**config.mk**
```make
export PLATFORM = sky130hd
export DESIGN_NAME = pmbus_onoff_protect
export DESIGN_NICKNAME = d
export VERILOG_FILES = /design/src/pmbus_onoff_protect.v
export VERILOG_INCLUDE_DIRS = /design/src
export SDC_FILE = /design/constraint.sdc
export NUM_CORES = 2
export LEC_CHECK = 0
export BUFFER_PORTS_ARGS = -buffer_cell sky130_fd_sc_hd__buf_2
export CAP_MARGIN = 25
export CELL_PAD_IN_SITES_DETAIL_PLACEMENT = 1
export CELL_PAD_IN_SITES_GLOBAL_PLACEMENT = 1
export CORE_UTILIZATION = 49
export DETAILED_ROUTE_END_ITERATION = 8
export PLACE_DENSITY_LB_ADDON = 0.1
export SETUP_SLACK_MARGIN = 0.02
export SYNTH_ARGS = -nofsm -noshare
export SYNTH_HDL_FRONTEND = slang
export SYNTH_SLANG_ARGS = --single-unit
```
**constraint.sdc**
```tcl
create_clock -name core_clk -period 8.1 [get_ports core_clk]
set_input_delay 1.62 -clock core_clk [delete_from_list [all_inputs] [get_ports core_clk]]
set_output_delay 1.62 -clock core_clk [all_outputs]
set_load 0.03 [all_outputs]
```
**src/pmbus_onoff_defines.vh**
```
`ifndef PMBUS_ONOFF_DEFINES_VH
`define PMBUS_ONOFF_DEFINES_VH

// Command codes
`define CMD_PAGE           8'h00
`define CMD_RUN            8'h01
`define CMD_SWITCH_CFG     8'h02
`define CMD_CLEAR_FAULTS   8'h03
`define CMD_WRITE_LOCK     8'h10
`define CMD_STORE_ALL      8'h15
`define CMD_RESTORE_ALL    8'h16
`define CMD_FEATURES       8'h19
`define CMD_VOUT_FORMAT    8'h20
`define CMD_VOUT_SETPOINT  8'h21
`define CMD_VOUT_CEILING   8'h24
`define CMD_MARGIN_UPPER   8'h25
`define CMD_MARGIN_LOWER   8'h26
`define CMD_OV_FAULT       8'h40
`define CMD_OV_WARN        8'h42
`define CMD_UV_WARN        8'h43
`define CMD_UV_FAULT       8'h44
`define CMD_GOOD_ASSERT    8'h5E
`define CMD_GOOD_DEASSERT  8'h5F
`define CMD_STATUS_SUMMARY 8'h78
`define CMD_STATUS_OUTPUT  8'h7A
`define CMD_BCAST_MASK     8'hE4

// Page values
`define PAGE_BROADCAST     8'hFF
`define PAGE_LAST          8'h07

// Write-lock encodings
`define LOCK_NONE          8'h00
`define LOCK_LEVEL1        8'h80
`define LOCK_LEVEL2        8'h40

// Power switch configuration fields
`define CFG_CONTROLLED_ON  3
`define CFG_USE_BUS        2
`define CFG_USE_PIN        1
`define CFG_FAST_OFF       0
`define CFG_RESET          4'hE
`define CFG_RD_ONE_BIT     8'h02

// Run command field and read-only values
`define RUN_ON_BIT         7
`define FEATURES_VALUE     8'hE0
`define VOUT_FORMAT_VALUE  8'h13
`define STATUS_CML_BIT     1
`define STATUS_VOUT_BIT    7

// Limit register indices within a page
`define VSEL_SETPOINT      4'h0
`define VSEL_CEILING       4'h1
`define VSEL_MARGIN_UP     4'h2
`define VSEL_MARGIN_LO     4'h3
`define VSEL_OV_FAULT      4'h4
`define VSEL_OV_WARN       4'h5
`define VSEL_UV_WARN       4'h6
`define VSEL_UV_FAULT      4'h7
`define VSEL_GOOD_ON       4'h8
`define VSEL_GOOD_OFF      4'h9
`define VREGS_PER_PAGE     7'h0A

// Channel states
`define CH_OFF             2'h0
`define CH_DELAY_ON        2'h1
`define CH_ON              2'h2
`define CH_DELAY_OFF       2'h3

`endif

```
**src/pmbus_onoff_protect.v**
```verilog
// Contract
// - Switch-config write with broadcast page reaches every channel enabled in the mask.
// - No channel starts sequencing until input voltage exceeds the start threshold.
// - Controlled-on bit clear: channel powers up with sequencing regardless of pin or command.
// - Controlled-on bit set: power up only on pin and/or command; both selects clear means never.
// - Use-bus bit chooses whether the run command field is obeyed.
// - Use-pin bit chooses whether the run pin must be asserted to start.
// - Config bits 7..5 ignore writes, read zero; bit 1 reads one.
// - Pin turn-off waits the off delay, or with fast-off drops the enable at once.
// - Fault clear clears unpaged and current-page status and releases the alert line if no other page holds a set status bit.
// - Fault clear never restarts a channel latched off by a fault.
// - A still-present fault sets its status bit again and pulls the alert line.
// - Fault clear is not broadcast when the broadcast page is selected.
// - Reads of every supported command are allowed whatever the write lock.
// - Lock level one, level two and zero gate writes; other lock values are reserved.
// - Writes are refused while a store or restore is in progress.
// - Stored settings reload on restore command and after leaving reset.
// - Monitoring is suspended during store or restore transfers.
// - Feature byte reads bits 7..5 as one and bits 4..0 as zero.
// - Output voltage format reads linear mode 000b with exponent 0x13.
// - Ten output voltage registers per channel hold 16-bit fixed-exponent values.
// - Odd channels measuring current refuse their over/under voltage limit registers.
// - Page register selects channel 0..7 for every paged command and fault clear.
`timescale 1ns/1ps
`include "pmbus_onoff_defines.vh"

module pmbus_onoff_protect #(
  parameter CHANNELS   = 8,
  parameter CNT_W      = 16,
  parameter TON_DELAY  = 16'h0064,
  parameter TOFF_DELAY = 16'h0064
) (
  // Clock and reset
  input  wire                core_clk,
  input  wire                sys_rst,
  // Decoded command port from the serial-bus transaction layer
  input  wire                cmdValid,
  input  wire                cmdWrite,
  input  wire [7:0]          cmdCode,
  input  wire [15:0]         cmdWdata,
  output reg                 cmdDone,
  output reg                 cmdNack,
  output reg  [15:0]         cmdRdata,
  // Channel pins and comparators
  input  wire [CHANNELS-1:0] runRequestPin,
  input  wire                inputSenseAboveOn,
  input  wire [CHANNELS-1:0] channelFault,
  input  wire [3:0]          oddCurrentMode,
  output reg  [CHANNELS-1:0] converterEnableOutput,
  // Alert line, open drain
  output wire                hostAlertLineNOut,
  output reg                 hostAlertLineNOe,
  // User EEPROM transfer engine
  output reg                 eeStoreReq,
  output reg                 eeLoadReq,
  input  wire                eeDone,
  output reg                 monitorSuspend
);

  // Pin synchronisers
  reg  [CHANNELS-1:0] pinMeta_r;
  reg  [CHANNELS-1:0] pinSync_r;
  reg  [CHANNELS-1:0] faultMeta_r;
  reg  [CHANNELS-1:0] faultSync_r;
  reg                 vinMeta_r;
  reg                 vinSync_r;

  always @(posedge core_clk) begin
    if (sys_rst) begin
      pinMeta_r   <= {CHANNELS{1'b0}};
      pinSync_r   <= {CHANNELS{1'b0}};
      faultMeta_r <= {CHANNELS{1'b0}};
      faultSync_r <= {CHANNELS{1'b0}};
      vinMeta_r   <= 1'b0;
      vinSync_r   <= 1'b0;
    end else begin
      pinMeta_r   <= runRequestPin;
      pinSync_r   <= pinMeta_r;
      faultMeta_r <= channelFault;
      faultSync_r <= faultMeta_r;
      vinMeta_r   <= inputSenseAboveOn;
      vinSync_r   <= vinMeta_r;
    end
  end

  // Register state
  reg  [7:0]          page_r;
  reg  [7:0]          lock_r;
  reg  [7:0]          bcastMask_r;
  reg  [3:0]          cfg_r [0:CHANNELS-1];
  reg  [CHANNELS-1:0] runCmd_r;
  reg  [15:0]         vreg_r [0:CHANNELS*10-1];
  reg  [CHANNELS-1:0] faultStat_r;
  reg                 cml_r;
  reg  [CHANNELS-1:0] latched_r;
  reg  [1:0]          chState_r [0:CHANNELS-1];
  reg  [CNT_W-1:0]    chCnt_r [0:CHANNELS-1];
  reg                 busy_r;
  reg                 initDone_r;
  reg                 bootLoad_r;

  // Command decode
  wire [2:0] chan      = page_r[2:0];
  wire       pageOk    = (page_r <= `PAGE_LAST);
  wire       pageBcast = (page_r == `PAGE_BROADCAST);
  reg  [3:0] vsel;
  reg        isVreg;
  reg        isLimit;
  reg        known;
  reg        readOnly;
  reg        bcastOk;
  reg        paged;
  reg        lockOk;
  reg        nackNxt;
  reg [15:0] rdNxt;
  // Flat index into the limit array
  wire [6:0] vidx = {4'h0, chan} * `VREGS_PER_PAGE + {3'h0, vsel};
  // Odd current-mode pages lack limits
  wire       limitOff = chan[0] & oddCurrentMode[chan[2:1]];

  always @* begin
    vsel     = `VSEL_SETPOINT;
    isVreg   = 1'b1;
    isLimit  = 1'b0;
    known    = 1'b1;
    readOnly = 1'b0;
    bcastOk  = 1'b0;
    paged    = 1'b1;
    case (cmdCode)
      `CMD_VOUT_SETPOINT:  vsel = `VSEL_SETPOINT;
      `CMD_VOUT_CEILING:   vsel = `VSEL_CEILING;
      `CMD_MARGIN_UPPER:   vsel = `VSEL_MARGIN_UP;
      `CMD_MARGIN_LOWER:   vsel = `VSEL_MARGIN_LO;
      `CMD_OV_FAULT:       begin vsel = `VSEL_OV_FAULT; isLimit = 1'b1; end
      `CMD_OV_WARN:        begin vsel = `VSEL_OV_WARN;  isLimit = 1'b1; end
      `CMD_UV_WARN:        begin vsel = `VSEL_UV_WARN;  isLimit = 1'b1; end
      `CMD_UV_FAULT:       begin vsel = `VSEL_UV_FAULT; isLimit = 1'b1; end
      `CMD_GOOD_ASSERT:    vsel = `VSEL_GOOD_ON;
      `CMD_GOOD_DEASSERT:  vsel = `VSEL_GOOD_OFF;
      default:             isVreg = 1'b0;
    endcase
    case (cmdCode)
      `CMD_RUN, `CMD_SWITCH_CFG:              bcastOk = 1'b1;
      `CMD_STATUS_OUTPUT, `CMD_CLEAR_FAULTS:  ;
      `CMD_PAGE, `CMD_WRITE_LOCK, `CMD_STORE_ALL, `CMD_RESTORE_ALL, `CMD_BCAST_MASK,
      `CMD_STATUS_SUMMARY:                    paged = 1'b0;
      `CMD_FEATURES, `CMD_VOUT_FORMAT:        begin paged = 1'b0; readOnly = 1'b1; end
      default:                                known = isVreg;
    endcase
    if (cmdCode == `CMD_STATUS_SUMMARY || cmdCode == `CMD_STATUS_OUTPUT)
      readOnly = 1'b1;
    // Write lock levels
    case (lock_r)
      `LOCK_NONE:   lockOk = 1'b1;
      `LOCK_LEVEL1: lockOk = (cmdCode == `CMD_WRITE_LOCK) || (cmdCode == `CMD_PAGE) ||
                             (cmdCode == `CMD_STORE_ALL);
      `LOCK_LEVEL2: lockOk = (cmdCode == `CMD_WRITE_LOCK) || (cmdCode == `CMD_PAGE) ||
                             (cmdCode == `CMD_STORE_ALL) || (cmdCode == `CMD_RUN) ||
                             (cmdCode == `CMD_BCAST_MASK) || (cmdCode == `CMD_CLEAR_FAULTS);
      default:      lockOk = 1'b0;
    endcase
    nackNxt = !known;
    if (paged && !pageOk && !(bcastOk && pageBcast && cmdWrite))
      nackNxt = 1'b1;
    if (isLimit && limitOff)
      nackNxt = 1'b1;
    if (cmdWrite) begin
      if (busy_r || !lockOk || readOnly)
        nackNxt = 1'b1;
      // Reserved page values refused
      if (cmdCode == `CMD_PAGE && !(cmdWdata[7:0] <= `PAGE_LAST || cmdWdata[7:0] == `PAGE_BROADCAST))
        nackNxt = 1'b1;
      if (cmdCode == `CMD_WRITE_LOCK && !(cmdWdata[7:0] == `LOCK_NONE ||
          cmdWdata[7:0] == `LOCK_LEVEL1 || cmdWdata[7:0] == `LOCK_LEVEL2))
        nackNxt = 1'b1;
    end
    // Reads never consult the lock
    rdNxt = 16'h0000;
    case (cmdCode)
      `CMD_PAGE:           rdNxt = {8'h00, page_r};
      `CMD_RUN:            rdNxt = {8'h00, runCmd_r[chan], 7'h00};
      `CMD_SWITCH_CFG:     rdNxt = {11'h000, cfg_r[chan][`CFG_CONTROLLED_ON:`CFG_USE_PIN], 1'b0,
                                    cfg_r[chan][`CFG_FAST_OFF]} | {8'h00, `CFG_RD_ONE_BIT};
      `CMD_WRITE_LOCK:     rdNxt = {8'h00, lock_r};
      `CMD_BCAST_MASK:     rdNxt = {8'h00, bcastMask_r};
      `CMD_FEATURES:       rdNxt = {8'h00, `FEATURES_VALUE};
      `CMD_VOUT_FORMAT:    rdNxt = {8'h00, `VOUT_FORMAT_VALUE};
      `CMD_STATUS_SUMMARY: rdNxt = {8'h00, 6'h00, cml_r, 1'b0} << (`STATUS_CML_BIT - 1);
      `CMD_STATUS_OUTPUT:  rdNxt = {8'h00, faultStat_r[chan], 7'h00};
      default:             rdNxt = isVreg ? vreg_r[vidx] : 16'h0000;
    endcase
  end

  // Answered on the next edge
  wire take   = cmdValid;
  wire doWr   = take && cmdWrite && !nackNxt;
  wire clrHit = doWr && (cmdCode == `CMD_CLEAR_FAULTS);

  // Channel start conditions
  reg [CHANNELS-1:0] onReq;
  reg [CHANNELS-1:0] pinOff;
  integer k;
  always @* begin
    for (k = 0; k < CHANNELS; k = k + 1) begin
      if (!cfg_r[k][`CFG_CONTROLLED_ON])
        onReq[k] = 1'b1;
      else
        onReq[k] = (cfg_r[k][`CFG_USE_BUS] | cfg_r[k][`CFG_USE_PIN]) &
                   (!cfg_r[k][`CFG_USE_BUS] | runCmd_r[k]) &
                   (!cfg_r[k][`CFG_USE_PIN] | pinSync_r[k]);
      pinOff[k] = cfg_r[k][`CFG_CONTROLLED_ON] & cfg_r[k][`CFG_USE_PIN] & !pinSync_r[k];
    end
  end

  // Register writes and EEPROM control
  integer i;
  always @(posedge core_clk) begin
    if (sys_rst) begin
      page_r      <= 8'h00;
      lock_r      <= `LOCK_NONE;
      bcastMask_r <= 8'hFF;
      runCmd_r    <= {CHANNELS{1'b0}};
      cml_r       <= 1'b0;
      busy_r      <= 1'b0;
      initDone_r  <= 1'b0;
      bootLoad_r  <= 1'b1;
      eeStoreReq  <= 1'b0;
      eeLoadReq   <= 1'b0;
      cmdDone     <= 1'b0;
      cmdNack     <= 1'b0;
      cmdRdata    <= 16'h0000;
      // Pin-and-bus control out of reset
      for (i = 0; i < CHANNELS; i = i + 1)
        cfg_r[i] <= `CFG_RESET;
      for (i = 0; i < CHANNELS*10; i = i + 1)
        vreg_r[i] <= 16'h0000;
    end else begin
      cmdDone    <= take;
      cmdNack    <= take && nackNxt;
      cmdRdata   <= (take && !cmdWrite && !nackNxt) ? rdNxt : 16'h0000;
      eeStoreReq <= 1'b0;
      eeLoadReq  <= 1'b0;
      // Restore once after reset before anything may start
      if (bootLoad_r) begin
        bootLoad_r <= 1'b0;
        busy_r     <= 1'b1;
        eeLoadReq  <= 1'b1;
      end else if (busy_r && eeDone) begin
        busy_r     <= 1'b0;
        initDone_r <= 1'b1;
      end
      // Protocol errors set the unpaged error bit; a same-cycle clear loses to it
      if (take && nackNxt)
        cml_r <= 1'b1;
      else if (clrHit)
        cml_r <= 1'b0;
      if (doWr) begin
        case (cmdCode)
          `CMD_PAGE:       page_r      <= cmdWdata[7:0];
          `CMD_WRITE_LOCK: lock_r      <= cmdWdata[7:0];
          `CMD_BCAST_MASK: bcastMask_r <= cmdWdata[7:0];
          `CMD_STORE_ALL:  begin busy_r <= 1'b1; eeStoreReq <= 1'b1; end
          `CMD_RESTORE_ALL: begin busy_r <= 1'b1; eeLoadReq <= 1'b1; end
          `CMD_RUN, `CMD_SWITCH_CFG: begin
            // Broadcast reaches masked channels
            for (i = 0; i < CHANNELS; i = i + 1)
              if (pageBcast ? bcastMask_r[i] : (chan == i)) begin
                if (cmdCode == `CMD_RUN)
                  runCmd_r[i] <= cmdWdata[`RUN_ON_BIT];
                else
                  cfg_r[i] <= {cmdWdata[4:2], cmdWdata[0]};
              end
          end
          default: if (isVreg) vreg_r[vidx] <= cmdWdata;
        endcase
      end
    end
  end

  // Status, alert and channel sequencers
  integer c;
  always @(posedge core_clk) begin
    if (sys_rst) begin
      faultStat_r           <= {CHANNELS{1'b0}};
      latched_r             <= {CHANNELS{1'b0}};
      converterEnableOutput <= {CHANNELS{1'b0}};
      monitorSuspend        <= 1'b0;
      for (c = 0; c < CHANNELS; c = c + 1) begin
        chState_r[c] <= `CH_OFF;
        chCnt_r[c]   <= {CNT_W{1'b0}};
      end
    end else begin
      monitorSuspend <= busy_r;
      // Odd channels measuring current do not supervise voltage
      for (c = 0; c < CHANNELS; c = c + 1) begin
        // A fault set beats a clear
        if (faultSync_r[c] && !busy_r && !((c % 2 == 1) && oddCurrentMode[c/2]))
          faultStat_r[c] <= 1'b1;
        else if (clrHit && pageOk && chan == c)
          faultStat_r[c] <= 1'b0;
        // Latch releases only by commanding the channel off, never by a clear
        if (!onReq[c])
          latched_r[c] <= 1'b0;
        case (chState_r[c])
          `CH_OFF: begin
            // Start waits for restore and input
            if (onReq[c] && vinSync_r && initDone_r && !latched_r[c]) begin
              chState_r[c] <= `CH_DELAY_ON;
              chCnt_r[c]   <= TON_DELAY;
            end
          end
          `CH_DELAY_ON: begin
            // Dropped request abandons the start
            if (!onReq[c])
              chState_r[c] <= `CH_OFF;
            else if (chCnt_r[c] == {CNT_W{1'b0}}) begin
              chState_r[c]             <= `CH_ON;
              converterEnableOutput[c] <= 1'b1;
            end else
              chCnt_r[c] <= chCnt_r[c] - 1'b1;
          end
          `CH_ON: begin
            if (faultSync_r[c] && !busy_r && !((c % 2 == 1) && oddCurrentMode[c/2])) begin
              chState_r[c]             <= `CH_OFF;
              converterEnableOutput[c] <= 1'b0;
              latched_r[c]             <= 1'b1;
            end else if (!onReq[c]) begin
              if ((pinOff[c] && cfg_r[c][`CFG_FAST_OFF]) || !cfg_r[c][`CFG_CONTROLLED_ON] ||
                  !pinOff[c]) begin
                // Bus turn-off is immediate; pin turn-off only when fast-off is set
                if (pinOff[c] && !cfg_r[c][`CFG_FAST_OFF]) begin
                  chState_r[c] <= `CH_DELAY_OFF;
                  chCnt_r[c]   <= TOFF_DELAY;
                end else begin
                  chState_r[c]             <= `CH_OFF;
                  converterEnableOutput[c] <= 1'b0;
                end
              end else begin
                chState_r[c] <= `CH_DELAY_OFF;
                chCnt_r[c]   <= TOFF_DELAY;
              end
            end
          end
          `CH_DELAY_OFF: begin
            if (chCnt_r[c] == {CNT_W{1'b0}} || (pinOff[c] && cfg_r[c][`CFG_FAST_OFF])) begin
              chState_r[c]             <= `CH_OFF;
              converterEnableOutput[c] <= 1'b0;
            end else
              chCnt_r[c] <= chCnt_r[c] - 1'b1;
          end
          default: chState_r[c] <= `CH_OFF;
        endcase
      end
    end
  end

  // Alert pull tracks any set status bit
  reg [CHANNELS-1:0] alertSrc;
  always @* begin
    alertSrc = faultStat_r;
  end
  wire alertNow = (|alertSrc) | cml_r;
  assign hostAlertLineNOut = 1'b0;

  // Pull trails the status flops by one cycle
  always @(posedge core_clk) begin
    if (sys_rst)
      hostAlertLineNOe <= 1'b0;
    else
      hostAlertLineNOe <= alertNow;
  end

endmodule // pmbus_onoff_protect

```
==> impl_metrics.tcl <==
set metrics [dict create \
    status "finished, final reports clean" \
    cts_resized 0 \
    drive_above_1_share 0.163 \
    grtUsageTotal 0.360 \
    endpoint "cmdRdata[11]$_SDFF_PP0_" \
    routedWlPerCell_um 35.4 \
    synth-simple-area-share 0.124 \
    synth.avg_cell_area_um2 13.3 \
    post-route-drc-count 0 \
    critPathKind "in2reg" \
    worst-path-max-fanout 18 \
    synth_top_family_by_area "simple AND/OR/NAND/NOR gates" \
    cp_common_cell "buf_4" \
    maxSlewViolCount 0 \
    postPlaceCellArea_mm2 0.106 \
    p_per_area_mw_per_mm2 233 \
    finClkSkew_ns 0.0523 \
    hp-class "reg2reg" \
    yosysUniqueCellTypes 105 \
    drt_iter0_drc 9792 \
    grt_pass1_wl_um 535000 \
    grt_pass1_vias 71300 \
    gp_congestion 0.963 \
    crit_path_start_kind "input pin" \
    fmax_mhz 151 \
    timing.setup.tns_ns 0 \
    slowest_delay_ns 1.04 \
    hold_viol 0 \
    min_period_over_period 0.820 \
    clk_pin_slew_ns 0.06 \
    cts-hold-fix-buffers 0 \
    synthArstFlopShare 0 \
    ys_warn_count 0 \
    synthAdderAreaFrac 0.00291 \
    num_vias 71000 \
    netlist_area_mm2 0.101 \
    synth-xor-area-share 0.00947 \
    postCtsSetupBuffers 0 \
    path_delay_family "simple AND/OR/NAND/NOR gates" \
    first_pass_iters 6 \
    dieHeight_um 457 \
    tightest_slew_ns 1.21 \
    drv_cap 0 \
    worstSetupPathDepth 17 \
    pin_count 81 \
    cts_tree "yes" \
    slew_headroom 0.196 \
    synthCells 7604 \
    cts_buffers 274 \
    cp_num_buf_inv 5 \
    fin_hold_ws_ns 0.443 \
    antenna_found_initial 24 \
    dp.final_hpwl_um 238000 \
    clockBufferDepth 4 \
    cp_slowest_cell "fa_4" \
    cts.sinks 2343 \
    reg2regPathDepth 12 \
    core_area_mm2 0.205 \
    port-buffer-count 79 \
    worstPathRequired_ns 8.91 \
    yosysSeqAreaShare 0.682 \
    wirelength_um 379000 \
    r2r_setup_slack_ns 2.73 \
    synthMuxAreaShare 0.0805 \
    overflow 0 \
    initial_utilization 0.494 \
    die_area_mm2 0.209 \
    layout_commonest_cell "edfxtp_1" \
    timing.rr.start "page_r[1]$_SDFFE_PP0P_" \
    clock_latency_ns 0.94 \
    period_minus_slack_ns 6.64 \
    crit_start "cmdCode[6]" \
    synth_edf_count 2224 \
    grt_max_degree 115 \
    finalNetCount 7892 \
    layout_common_cells "2,224 x edfxtp_1, 1,698 x nor2_1, 638 x nand2_1" \
    cp.arrival_ns 7.45 \
    h-tree-depth 5 \
    area_growth_pct 12.9 \
    rr_endpoint "cmdRdata[11]$_SDFF_PP0_" \
    finalInstanceArea_mm2 0.115 \
    endpoint_kind "flop" \
    synth_ff_type "edfxtp_1" \
    die_w_um 457 \
    synth_nets 7677 \
    via_per_inst 6.63 \
    rsz0062_at_grt "no" \
    crit_chain "buf_2, nor3b_2, buf_4, nand2_1, a211oi_1, buf_4, inv_1, fa_4, nand2b_4, a211oi_1, nand2_1, buf_4, nor2_1, or4_1, a21oi_1, o2111ai_1, a2111oi_2" \
    p_leak_nw 37.3 \
    ant_nets 0 \
    setup_violations 0 \
    row_count 166 \
    cts_root_buf "clkbuf_16" \
    synth_compound_area_frac 0.0709 \
    ys_seq_elements 2343 \
    vdd_ir_drop_max_v 0.000243 \
]
==> report_power, final <==
part	total [mW]	switching, mW	internal [mW]	leakage (nW)
clock network	11.6	4.92	6.72	4.01
registers	13.7	0.161	13.6	22.7
logic	1.36	0.980	0.384	10.6
==> cell type report <==
class | instances | area, um^2
Clock buffer | 348 | 7330
Multi-Input combinational cell | 4665 | 29700
Clock inverter | 118 | 842
Fill cell | 20000 | 90700
Antenna cell | 8 | 20.0
Tap cell | 2688 | 3360
Sequential cell | 2343 | 69200
Inverter | 61 | 236
Timing Repair Buffer | 474 | 3820
==> stage by stage <==
stage	setup WS, ns	power (mW)	std cells	util
after detailed placement	0.788	15.3	10200	0.518
after global placement	0.773	15.3	10200	0.518
final	1.46	26.7	10700	0.558
after floorplan	1.71	14.6	7604	-
after global routing	1.41	27.3	10700	0.558
after CTS	1.72	26.8	10700	0.558
==> worst register-to-register path: stages (launching register included) <==
cell and delay, ns:
dfxtp_1 0.31, buf_4 0.33, inv_1 0.13, fa_4 1.13
nand2b_4 0.51, a211oi_1 0.18, nand2_1 0.56, buf_4 0.31
nor2_1 0.05, or4_1 0.47, a21oi_1 0.69, o2111ai_1 0.27
a2111oi_2 0.34
==> cells by family (layout without fill, tap and decap cells) <==
| group | after synthesis | after routing |
|---|---|---|
| compound gates | 1064 | 1064 |
| xor+xnor | 108 | 108 |
| fa+ha+maj | 23 | 23 |
| buf+inv | 596 | 1001 |
| flops | 2343 | 2343 |
| mux | 500 | 500 |
| other cells | 1 | 9 |
| simple gates | 2969 | 2969 |
==> how the worst min path moves through the flow <==
stage,startpoint,end,slack (ns),cells past startpoint
after floorplan,faultMeta_r[0]$_SDFF_PP0_,faultSync_r[0]$_SDFF_PP0_,0.41,1
after global placement,pinMeta_r[2]$_SDFF_PP0_,pinSync_r[2]$_SDFF_PP0_,0.43,1
after detailed placement,pinMeta_r[2]$_SDFF_PP0_,pinSync_r[2]$_SDFF_PP0_,0.43,1
after CTS,faultMeta_r[2]$_SDFF_PP0_,faultSync_r[2]$_SDFF_PP0_,0.45,1
after global routing,pinMeta_r[1]$_SDFF_PP0_,pinSync_r[1]$_SDFF_PP0_,0.46,1
final,faultMeta_r[3]$_SDFF_PP0_,faultSync_r[3]$_SDFF_PP0_,0.44,1
==> synthesized netlist by cell type (15+ instances only) <==
cell type  instances  area (um^2)
a211oi_1          52          390
a21oi_1          164          821
a22oi_1           22          165
a31oi_1           57          357
a32oi_1           19          166
and3_1            30          188
buf_1             23         86.3
buf_2            188          941
buf_4            119          893
buf_6             26          293
clkbuf_1         179          672
dfxtp_1          119         2380
edfxtp_1        2224        66800
ha_1              22          275
inv_1             59          221
mux2_2            77          867
mux2i_1          178         1780
mux4_2           245         5520
nand2_1          641         2410
nand2b_1          23          144
nand3_1          161          806
nand4_1           24          150
nor2_1          1707         6410
nor2b_1           70          438
nor3_1           133          666
nor4_1            40          250
o2111ai_1         15          131
o211ai_1          37          278
o21ai_0          182          911
o221ai_1          51          447
o22ai_1          219         1370
o31ai_1           34          255
or3_1             41          257
or4_1             21          158
xnor2_1           67          587
xor2_1            39          342
==> metal layers <==
layer  global-route usage  wire, um  vias up
met5                    0       135        -
met1                0.467    141000    36600
met4                0.202     24700       18
met2                0.558    173000     4407
li1                     -         -    28900
met3               0.0832     40700     1064
==> state kept, by name, summed over array words and instances, names as in the netlist, 8 cells and up, named ones only <==
name	cells
runCmd_r	8
alertSrc	8
lock_r	8
converterEnableOutput	8
faultSync_r	8
pinMeta_r	8
page_r	8
chCnt_r	128
bcastMask_r	8
latched_r	8
chState_r	16
cmdRdata	16
pinSync_r	8
vreg_r	2048
faultMeta_r	8
cfg_r	32
No activity file was read; power rests on OpenSTA's default activity.
